$ cat config.mk
export PLATFORM = sky130hd
export DESIGN_NAME = mcw_record_writer
export DESIGN_NICKNAME = d
export VERILOG_FILES = /design/src/inc/mcw_pkg.sv /design/src/mcw_status_word.sv /design/src/mcw_record_writer.sv
export SDC_FILE = /design/constraint.sdc
export NUM_CORES = 1
export LEC_CHECK = 0
export BUFFER_PORTS_ARGS = -buffer_cell sky130_fd_sc_hd__buf_4
export CAP_MARGIN = 20
export CORE_MARGIN = 2
export CORE_UTILIZATION = 35
export CTS_BUF_LIST = sky130_fd_sc_hd__clkbuf_4 sky130_fd_sc_hd__clkbuf_8
export DETAILED_ROUTE_END_ITERATION = 8
export PLACE_DENSITY_LB_ADDON = 0.05
export SYNTH_ARGS = -nofsm -noshare
export SYNTH_HDL_FRONTEND = slang
export SYNTH_SLANG_ARGS = --single-unit
$ cat constraint.sdc
create_clock -name clk_sys -period 11.5 [get_ports clk_sys]
set_clock_uncertainty 0.05 [all_clocks]
set_input_delay 2.3 -clock clk_sys [delete_from_list [all_inputs] [get_ports clk_sys]]
set_output_delay 2.3 -clock clk_sys [all_outputs]
set_load 0.02 [all_outputs]
$ cat src/inc/mcw_pkg.sv
package mcw_pkg;

  localparam int          MC_MSB        = 4;
  localparam logic [4:0]  MC_DATA_MIN   = 5'h10;
  localparam logic [4:0]  MC_UNDEF_A    = 5'h10;
  localparam logic [4:0]  MC_UNDEF_B    = 5'h12;
  localparam logic [4:0]  MC_UNDEF_C    = 5'h13;

  localparam logic [15:0] REC_TAG_OFS   = 16'h0001;
  localparam logic [15:0] REC_DATA_OFS  = 16'h0002;

  localparam int          ST_IWD        = 14;
  localparam int          ST_GAP        = 13;
  localparam int          ST_WCT        = 12;
  localparam int          ST_SYN        = 11;
  localparam int          ST_MESSAGE_ERROR_SUMMARY       = 10;
  localparam int          ST_BUSY       = 9;
  localparam int          ST_ILL        = 8;
  localparam int          ST_BUS        = 5;

  localparam logic [7:0]  REG_CFG       = 8'h00;
  localparam logic [7:0]  REG_IRQ_STAT  = 8'h04;
  localparam logic [7:0]  REG_IRQ_MASK  = 8'h08;
  localparam logic [7:0]  REG_LAST_STAT = 8'h0C;
  localparam logic [7:0]  REG_COUNT     = 8'h10;

  localparam int          CFG_UNDEFINED_MODE_INVALID_BIT    = 0;
  localparam int          CFG_BUSY      = 1;
  localparam int          CFG_BCAST_SEL = 3;
  localparam logic [15:0] CFG_RST       = 16'h0000;

  localparam int          IRQ_W         = 3;
  localparam int          IRQ_DONE      = 0;
  localparam int          IRQ_MESSAGE_ERROR_SUMMARY      = 1;
  localparam int          IRQ_ILL       = 2;
  localparam logic [2:0]  IRQ_MASK_RST  = 3'h0;

  typedef enum logic [4:0] {
    MCW_IDLE    = 5'b00001,
    MCW_RECV    = 5'b00010,
    MCW_WR_STAT = 5'b00100,
    MCW_WR_TAG  = 5'b01000,
    MCW_WR_DATA = 5'b10000
  } mcw_state_e;

  function automatic logic mcw_undef_rx(input logic [4:0] mc);
    mcw_undef_rx = (mc < MC_DATA_MIN) || (mc == MC_UNDEF_A) ||
                   (mc == MC_UNDEF_B) || (mc == MC_UNDEF_C);
  endfunction : mcw_undef_rx

  function automatic logic mcw_has_data(input logic [4:0] mc);
    mcw_has_data = (mc >= MC_DATA_MIN);
  endfunction : mcw_has_data

endpackage : mcw_pkg

$ cat src/mcw_status_word.sv
`timescale 1ns/100ps
module mcw_status_word
  import mcw_pkg::*;
(
  input  wire logic [4:0]  mode_code_field,
  input  wire logic        bus_select_flag,
  input  wire logic        illegal_command_flag,
  input  wire logic        answered_busy_flag,
  input  wire logic        sync_type_error_flag,
  input  wire logic        word_count_error_flag,
  input  wire logic        gap_or_broadcast_flag,
  input  wire logic        invalid_word_flag,
  output logic      [15:0] status_word
);
  logic message_error_summary;

  // summary of bits 11 to 14
  assign message_error_summary = invalid_word_flag | gap_or_broadcast_flag |
                                 word_count_error_flag | sync_type_error_flag;

  always_comb begin
    status_word                  = 16'h0000;
    status_word[ST_IWD]          = invalid_word_flag;
    status_word[ST_GAP]          = gap_or_broadcast_flag;
    status_word[ST_WCT]          = word_count_error_flag;
    status_word[ST_SYN]          = sync_type_error_flag;
    status_word[ST_MESSAGE_ERROR_SUMMARY]         = message_error_summary;
    status_word[ST_BUSY]         = answered_busy_flag;
    status_word[ST_ILL]          = illegal_command_flag;
    status_word[ST_BUS]          = bus_select_flag;
    status_word[MC_MSB:0]        = mode_code_field;
  end

endmodule : mcw_status_word

$ cat src/mcw_record_writer.sv
`timescale 1ns/100ps
module mcw_record_writer
  import mcw_pkg::*;
(
  input  wire logic        clk_sys,
  input  wire logic        sys_rst,
  input  wire logic        ce,
  input  wire logic [7:0]  reg_addr,
  input  wire logic [15:0] reg_wdata,
  input  wire logic        reg_wr,
  input  wire logic        reg_rd,
  output logic      [15:0] reg_rdata,
  input  wire logic        msg_start,
  input  wire logic [15:0] cmd_word,
  input  wire logic [15:0] desc_ptr,
  input  wire logic        force_busy_bit,
  input  wire logic        illegal_bit,
  input  wire logic        bus_b,
  input  wire logic        broadcast,
  input  wire logic [15:0] time_tag,
  input  wire logic        data_valid,
  input  wire logic [15:0] data_word,
  input  wire logic        manchester_err,
  input  wire logic        parity_err,
  input  wire logic        cmd_sync_err,
  input  wire logic        gap_err,
  input  wire logic        msg_end,
  output logic             respond_in_form,
  output logic             answered_busy,
  output logic             mem_wr,
  output logic      [15:0] mem_addr,
  output logic      [15:0] mem_wdata,
  output logic             irq
);

  typedef struct packed {
    mcw_state_e        st;
    logic [4:0]        mc;
    logic [15:0]       base;
    logic [15:0]       tag;
    logic              busy;
    logic              ill;
    logic              bus_b;
    logic              bcast;
    logic [1:0]        nwords;
    logic [15:0]       dword;
    logic              iwd;
    logic              gap;
    logic              syn;
    logic              in_form;
    logic              mem_wr;
    logic [15:0]       mem_addr;
    logic [15:0]       mem_wdata;
    logic [15:0]       cfg;
    logic [IRQ_W-1:0]  irq_stat;
    logic [IRQ_W-1:0]  irq_mask;
    logic [15:0]       last_stat;
    logic [15:0]       count;
    logic [15:0]       rdata;
    logic              irq;
  } mcw_regs_s;

  localparam mcw_regs_s REGS_RST = '{
    st: MCW_IDLE, mc: 5'h00, base: 16'h0000, tag: 16'h0000, busy: 1'b0,
    ill: 1'b0, bus_b: 1'b0, bcast: 1'b0, nwords: 2'h0, dword: 16'h0000,
    iwd: 1'b0, gap: 1'b0, syn: 1'b0, in_form: 1'b0, mem_wr: 1'b0,
    mem_addr: 16'h0000, mem_wdata: 16'h0000, cfg: CFG_RST,
    irq_stat: 3'h0, irq_mask: IRQ_MASK_RST, last_stat: 16'h0000,
    count: 16'h0000, rdata: 16'h0000, irq: 1'b0
  };

  mcw_regs_s        q_r;
  mcw_regs_s        q_nxt;
  logic [15:0]      stat_word;
  logic             wct;
  logic             gap_sel;
  logic             start_ok;
  logic [IRQ_W-1:0] irq_evt;
  logic [IRQ_W-1:0] irq_clr;

  // missing or extra data word
  assign wct = mcw_has_data(q_r.mc) ? (q_r.nwords != 2'h1)
                                    : (q_r.nwords != 2'h0);
  assign gap_sel = q_r.cfg[CFG_BCAST_SEL] ? q_r.bcast : q_r.gap;
  assign start_ok = msg_start && (q_r.st == MCW_IDLE || q_r.st == MCW_RECV);

  mcw_status_word u_stat (
    .mode_code_field       (q_r.mc),
    .bus_select_flag       (q_r.bus_b),
    .illegal_command_flag  (q_r.ill),
    .answered_busy_flag    (q_r.busy),
    .sync_type_error_flag  (q_r.syn),
    .word_count_error_flag (wct),
    .gap_or_broadcast_flag (gap_sel),
    .invalid_word_flag     (q_r.iwd),
    .status_word           (stat_word)
  );

  always_comb begin
    q_nxt = q_r;
    q_nxt.mem_wr = 1'b0;
    q_nxt.rdata = 16'h0000;
    irq_evt = '0;
    irq_clr = '0;
    if (start_ok) begin
      q_nxt.st = MCW_RECV;
      q_nxt.mc = cmd_word[MC_MSB:0];
      q_nxt.base = desc_ptr;
      q_nxt.tag = time_tag;
      q_nxt.busy = force_busy_bit | q_r.cfg[CFG_BUSY];
      q_nxt.ill = illegal_bit;
      q_nxt.bus_b = bus_b;
      q_nxt.bcast = broadcast;
      q_nxt.nwords = 2'h0;
      q_nxt.iwd = 1'b0;
      q_nxt.gap = 1'b0;
      q_nxt.syn = 1'b0;
      // undefined codes answer only when legal and not forced invalid
      q_nxt.in_form = !illegal_bit &&
        !(mcw_undef_rx(cmd_word[MC_MSB:0]) && q_r.cfg[CFG_UNDEFINED_MODE_INVALID_BIT]);
    end else begin
      case (q_r.st)
        MCW_IDLE: begin
        end
        MCW_RECV: begin
          if (msg_end) begin
            // nothing reaches memory before the message completes
            q_nxt.st = MCW_WR_STAT;
            q_nxt.mem_wr = 1'b1;
            q_nxt.mem_addr = q_r.base;
            q_nxt.mem_wdata = stat_word;
          end else begin
            if (data_valid) begin
              if (q_r.nwords == 2'h0) begin
                q_nxt.dword = data_word;
              end
              if (q_r.nwords != 2'h2) begin
                q_nxt.nwords = q_r.nwords + 2'h1;
              end
              if (manchester_err || parity_err) begin
                q_nxt.iwd = 1'b1;
              end
              if (cmd_sync_err) begin
                q_nxt.syn = 1'b1;
              end
            end
            if (gap_err) begin
              q_nxt.gap = 1'b1;
            end
          end
        end
        MCW_WR_STAT: begin
          q_nxt.st = MCW_WR_TAG;
          q_nxt.mem_wr = 1'b1;
          q_nxt.mem_addr = q_r.base + REC_TAG_OFS;
          q_nxt.mem_wdata = q_r.tag;
        end
        MCW_WR_TAG: begin
          if (mcw_has_data(q_r.mc) && q_r.nwords != 2'h0) begin
            q_nxt.st = MCW_WR_DATA;
            q_nxt.mem_wr = 1'b1;
            q_nxt.mem_addr = q_r.base + REC_DATA_OFS;
            q_nxt.mem_wdata = q_r.dword;
          end else begin
            q_nxt.st = MCW_IDLE;
          end
        end
        MCW_WR_DATA: begin
          q_nxt.st = MCW_IDLE;
        end
        default: begin
          q_nxt.st = MCW_IDLE;
        end
      endcase
    end

    // record events, taken while the status word sits on the memory port
    if (q_r.st == MCW_WR_STAT) begin
      irq_evt[IRQ_DONE] = 1'b1;
      irq_evt[IRQ_MESSAGE_ERROR_SUMMARY] = q_r.mem_wdata[ST_MESSAGE_ERROR_SUMMARY];
      irq_evt[IRQ_ILL] = q_r.mem_wdata[ST_ILL];
      q_nxt.last_stat = q_r.mem_wdata;
      q_nxt.count = q_r.count + 16'h0001;
    end

    if (reg_wr) begin
      if (reg_addr == REG_CFG) begin
        q_nxt.cfg = reg_wdata;
      end else if (reg_addr == REG_IRQ_STAT) begin
        irq_clr = reg_wdata[IRQ_W-1:0];
      end else if (reg_addr == REG_IRQ_MASK) begin
        q_nxt.irq_mask = reg_wdata[IRQ_W-1:0];
      end
    end
    // set wins over clear
    q_nxt.irq_stat = (q_r.irq_stat & ~irq_clr) | irq_evt;
    q_nxt.irq = |(q_nxt.irq_stat & q_nxt.irq_mask);

    if (reg_rd) begin
      if (reg_addr == REG_CFG) begin
        q_nxt.rdata = q_r.cfg;
      end else if (reg_addr == REG_IRQ_STAT) begin
        q_nxt.rdata = {13'h0000, q_r.irq_stat};
      end else if (reg_addr == REG_IRQ_MASK) begin
        q_nxt.rdata = {13'h0000, q_r.irq_mask};
      end else if (reg_addr == REG_LAST_STAT) begin
        q_nxt.rdata = q_r.last_stat;
      end else if (reg_addr == REG_COUNT) begin
        q_nxt.rdata = q_r.count;
      end else begin
        q_nxt.rdata = 16'h0000;
      end
    end
  end

  always_ff @(posedge clk_sys or posedge sys_rst) begin
    if (sys_rst) begin
      q_r <= REGS_RST;
    end else if (ce) begin
      q_r <= q_nxt;
    end
  end

  assign reg_rdata = q_r.rdata;
  assign respond_in_form = q_r.in_form;
  assign answered_busy = q_r.busy;
  assign mem_wr = q_r.mem_wr;
  assign mem_addr = q_r.mem_addr;
  assign mem_wdata = q_r.mem_wdata;
  assign irq = q_r.irq;

  logic [15:0] base_h;
  logic [4:0]  mc_h;
  assign base_h = q_r.base;
  assign mc_h = q_r.mc;
endmodule : mcw_record_writer

Yosys cells after proc, flatten, opt, wreduce, memory -nomap -nowiden
Index checks and enable logic that the tools add are counted.
{ "word_totals": {"mem_count": 0, "mem_bits_ro": 0, "regBits": 172, "ram_bits": 0, "wordCells": 125, "latchBits": 0, "input_bits": 104, "output_inout_bits": 52} }
{ "classes": {"n_shift": 0, "n_eq_ne": 18, "order_cmp": 2, "addsub": 4, "mux": 35, "bitwise_logic": 10, "n_reduce_logical": 32, "n_div": 0, "multipliers": 0} }
{ "ops": {"columns": ["op", "count"], "rows": [
  ["2-to-1 mux 16 bit", 7],
  ["2-to-1 mux 33 bit", 3],
  ["case mux 33 bit (3 select lines)", 1],
  ["2-to-1 mux 21 bit", 2],
  ["adder 16 x 1 -> 16 bit (second input constant)", 2],
  ["2-to-1 mux 3 bit", 9],
  ["case mux 5 bit (4 select lines)", 1],
  ["AND reduction 5 bit", 4],
  ["2-to-1 mux 19 bit", 1],
  ["adder 16 x 2 -> 16 bit (second input constant)", 1],
  ["== test 8 x 4 -> 1 bit (second input constant)", 2],
  ["== test 5 bit (second input constant)", 3],
  ["2-to-1 mux 5 bit", 3],
  ["nonzero test 2 bit", 7],
  ["== test 8 x 3 -> 1 bit (second input constant)", 1],
  ["== test 8 x 5 -> 1 bit (second input constant)", 1],
  ["logical NOT 8 bit", 1],
  ["!= test 2 bit (second input constant)", 4],
  ["AND 3 bit", 2],
  ["2-to-1 mux 1 bit", 6],
  ["AND reduction 3 bit", 2],
  ["AND reduction 6 bit", 1],
  ["== test 5 x 1 -> 1 bit (second input constant)", 1],
  ["== test 5 x 2 -> 1 bit (second input constant)", 1],
  ["20 further kinds", 35]
]} }

Logic depth before layout (Yosys ltp)
{ "depth": {"word_depth": 9, "mapped_depth": 9, "depth_no_buf": 7} }

By module
From an unflattened synthesis, not the netlist that was laid out.
{ "unflattened": {"cells_unflattened": 849, "hier_area_um2": 8597.0} }
{ "by_module_without_submodules": {"columns": ["mod", "instances", "cells_each", "seq_area_each_um2", "area_each_um2"], "rows": [
  ["mcw_record_writer", 1, 831, 4305.4, 8465.6],
  ["mcw_status_word", 1, 18, 0.0, 131.4]
]} }

Worst setup path before layout
OpenSTA, ideal clock, no wires.
{ "synth_path": {"path_kind": "input-to-reg", "from": "in reg_addr[7]", "to": "reg q_r[57] in the netlist's numbering", "required_time_ns": 11.322, "setup_slack_ns": 7.751, "setup_ns": 0.128, "t_arrival_ns": 3.571, "stages": 6, "cell_sequence": "nor4_4 and3_1 buf_2 nand3_4 buf_2 mux2_1"} }
{ "synth_between": {"elab_chain_len": 2} }
{ "synth_lines": {"columns": ["element", "line_no", "text"], "rows": [
  ["from (decl)", "mcw_record_writer.sv:8", "input wire logic [7:0] reg_addr,"],
  ["logical NOT 8 bit", "mcw_record_writer.sv:187", "if (reg_addr == REG_CFG) begin"],
  ["AND reduction 3 bit (no source line)", null, null],
  ["to (signal assigned)", "mcw_record_writer.sv:220", "q_r <= q_nxt;"],
  ["to (decl)", "mcw_record_writer.sv:72", "mcw_regs_s q_r;"]
]} }
No other way between the ends.
A chain may end at the register's enable or synchronous reset.

Final worst setup path
{ "layout_path": {"from": "in ce", "to": "reg q_r, in the netlist mem_addr[13]"} }
{ "layout_between": {"elab_chain_len": 1} }
{ "layout_lines": {"columns": ["element", "line_no", "text"], "rows": [
  ["from (decl)", "mcw_record_writer.sv:7", "input wire logic ce,"],
  ["AND reduction 5 bit (no source line)", null, null]
]} }
No other way between the ends.

==> results.md <==
- Status: complete, no violations
- Post-synth EDFFs: 0
- Netlist Area Pre-Place: 8490 um2
- Total net switching power: 0.000640 W
- Hold_buf cts: 0
- Worst Setup EP: mem_addr[13]$_DFFE_PP0P_
- VDD IR max: 88.3 uV
- First-pass GRT wire length: 37.4 mm
- DPL Wire Length: 16.6 mm
- Critical path class: in -> reg
- Clock Tree Buf Depth: 2
- Htree depth: 4
- Fillers: 2,311
- Clk_lat worst skew: 460 ps
- Routed vias: 6,486
- CP delay by family, top: buffers and inverters
- Crit path top cell by count: buf_4
- Post-synth top flop: dfrtp_1
- Share of cells above drive strength 1: 24.8%
- Buffers on Ports: 144
- Routed WL per cell: 18.7 um
- Post-synthesis xor/xnor area fraction: 2.06%
- Total congestion overflow: 0
- Diode count: 0
- Root Buffer Master: clkbuf_8
- Power per cell area: 183 nW/um2
- DR iter-0 viols: 367
- RD Place Congestion: 0.859
- Row count: 56
- DRC viols: 0
- Tmin final: 4330 ps
- Fin nets: 1,034
- WP data arrival: 4620 ps
- Die Height: 160 um
- Setup Buffers After CTS: 0
- Crit end category: register
- R2r setup slk: 8640 ps
- Area Growth Syn to Fin: 16.6%
- Synth Area in Simple Gates: 17.8%
- Setup ws final: 7170 ps
- FFs w/ async S/R, synth: 100%
- Adder-Cell Fraction of Synth Area: 0.884%
- Antenna Nets Post-Route: 0
- Clock power share: 25.9%
- Synthesis-stage register bit count: 172
- Critical path fanouts, max: 35
- Sw Ratio: 35.4%
- Die area: 25,500 um2
- Synthesized instance count: 849
- CTS tree: yes
- First-pass DRT Iterations: 5
- GRT Resource Usage Total: 18.6%
- Syn_nets: 959
- Buffers plus inverters on the worst setup path: 4
- Largest family of logic cells by synthesized area: simple AND/OR/NAND/NOR gates
- Pleak: 4.69 nW
- Core box area: 23,600 um2
- Clock sink total: 172
- Headroom to the max-slew limit: 35.4%
- Dpl cell area: 9460 um2
- Number of gates resized after CTS: 0
- Vias in the first global route: 6,738
- R2R depth: 8
- Mux cell area share after synthesis: 6.37%
- Fmax: 231 MHz
- IO Pins: 156
- Max incr delay on CP: 760 ps
- Largest net degree at the start of global routing: 99
- Sequential-to-total area share from yosys stat: 50.7%
- Max-slew violations: 0
- Internal power component: 0.00117 W
- Worst path cell trace: buf_4, inv_1, a2111o_2, buf_4, inv_2, mux2_2
- Critical path startpoint category: input port
- FF-to-FF End: mem_addr[13]$_DFFE_PP0P_
- Sequential Power Share: 49.1%
- Final setup viols: 0
- Critical Path Stages: 6
- Total wire length: 23.5 mm
- Fin area: 9900 um2
- Max Cap Viol: 0
- Worst Hold Class: reg -> reg
- Period utilization: 37.7%
- Unrepaired setup endpoints after global routing: false
- Netlist cell types: 69
- Critical path's slowest cell: a2111o_2
- Worst reg2reg startpoint: q_r[124]$_DFFE_PP0P_
- Comb power frac: 25.0%
- CTS Buf Count: 17
- Worst-Margin Slew: 969 ps
- Drt via density: 5.16
- Setup crit start: ce
- Synth Area in Compound Gates: 14.5%
- Dpl ws: 6670 ps
- Setup TNS: 0 ps
- Die width: 160 um
- Initial Util: 36.0%
- Final Hold Viols: 0
- Synthesized area per cell: 10.0 um2
- Initial antenna violation count: 0
- WP data required: 11,790 ps
- Yosys warns: 0
- Clk slew on worst S/H paths: 100 ps
==> metrics by stage <==
stage	util [%]	hold slack, ps	total power, W	cells
finish	41.9	432	0.00181	1256
global route	41.9	457	0.00193	1256
CTS	41.9	435	0.00183	1256
detailed placement	40.1	414	0.00136	1224
global placement	40.0	411	0.00135	1223
floorplan	-	395	0.00121	849
==> worst min path at each step <==
stage / end / depth (start not counted) / startpoint
global route: q_r[32]$_DFFE_PP0P_ / 1 / q_r[32]$_DFFE_PP0P_
detailed placement: q_r[139]$_DFFE_PP0P_ / 2 / q_r[139]$_DFFE_PP0P_
floorplan: q_r[126]$_DFFE_PP0P_ / 2 / q_r[126]$_DFFE_PP0P_
global placement: q_r[137]$_DFFE_PP0P_ / 2 / q_r[137]$_DFFE_PP0P_
finish: q_r[32]$_DFFE_PP0P_ / 1 / q_r[32]$_DFFE_PP0P_
CTS: q_r[32]$_DFFE_PP0P_ / 1 / q_r[32]$_DFFE_PP0P_
==> metal layers <==
metal	up-vias	global-route usage, %	routed length (um)
li1	3098	-	-
met1	3187	24.9	10600
met2	178	30.6	11300
met3	23	3.79	1070
met4	0	5.45	433
met5	-	0	0
==> power by group through the flow <==
stage / combinational (W) / sequential [W] / clock (W)
floorplan: 0.000375 / 0.000835 / 0
global placement: 0.000449 / 0.000897 / 0
detailed placement: 0.000456 / 0.000901 / 0
CTS: 0.000458 / 0.000890 / 0.000484
global route: 0.000506 / 0.000911 / 0.000510
finish: 0.000452 / 0.000890 / 0.000469
==> cell usage after synthesis, drive strengths merged, types with 6 or more instances <==
cell type / count / area (um2)
a21oi: 24 / 120
a221oi: 6 / 58.8
a222oi: 14 / 140
a22o: 14 / 123
a22oi: 6 / 45.0
a31oi: 8 / 62.6
and2: 6 / 37.5
buf: 68 / 489
clkbuf: 27 / 103
dfrtp: 171 / 4280
ha: 6 / 75.1
inv: 16 / 60.1
mux2: 40 / 450
mux2i: 9 / 90.1
nand2: 212 / 796
nand3: 16 / 97.6
nand4: 13 / 81.3
nor2: 23 / 98.8
nor2b: 11 / 76.3
nor3: 13 / 86.3
nor4: 6 / 58.8
o21ai: 45 / 225
o2bb2ai: 13 / 114
o31ai: 7 / 77.6
xnor2: 14 / 123
xor2: 6 / 52.6
==> sequential cells by signal, indices dropped and copies added, names as in the netlist <==
| register | count |
|---|---|
| answered_busy | 1 |
| base_h | 16 |
| irq | 1 |
| mc_h | 5 |
| mem_addr | 16 |
| mem_wdata | 16 |
| mem_wr | 1 |
| q_r | 99 |
| reg_rdata | 16 |
| respond_in_form | 1 |
==> final cells by class <==
type / count / area (um2) / area share [%]
inverters: 16 / 65.1 / 0.657
flip-flops and latches: 172 / 4310 / 43.5
repair buffers: 151 / 1150 / 11.7
multi-input cells: 566 / 3540 / 35.7
clock buffers: 19 / 255 / 2.58
well taps: 319 / 399 / 4.03
clock inverters: 13 / 183 / 1.85
==> cells by family (layout without fill, tap and decap cells) <==
| group | Yosys count | count (layout) |
|---|---|---|
| flops | 172 | 172 |
| compound gates | 168 | 168 |
| fa+ha+maj | 6 | 6 |
| simple gates | 323 | 323 |
| buf+inv | 111 | 199 |
| mux | 49 | 49 |
| xor+xnor | 20 | 20 |
==> placed cells by master (no fill, tap or decap), drive strengths merged, types with 14 or more instances in the layout <==
cell | synthesis | routed
nand2 | 212 | 212
dfrtp | 171 | 171
buf | 68 | 151
o21ai | 45 | 45
mux2 | 40 | 40
a21oi | 24 | 24
nor2 | 23 | 23
inv | 16 | 20
clkbuf | 27 | 19
nand3 | 16 | 16
a222oi | 14 | 14
a22o | 14 | 14
xnor2 | 14 | 14
Note: power is estimated with default switching activity, not from simulation.
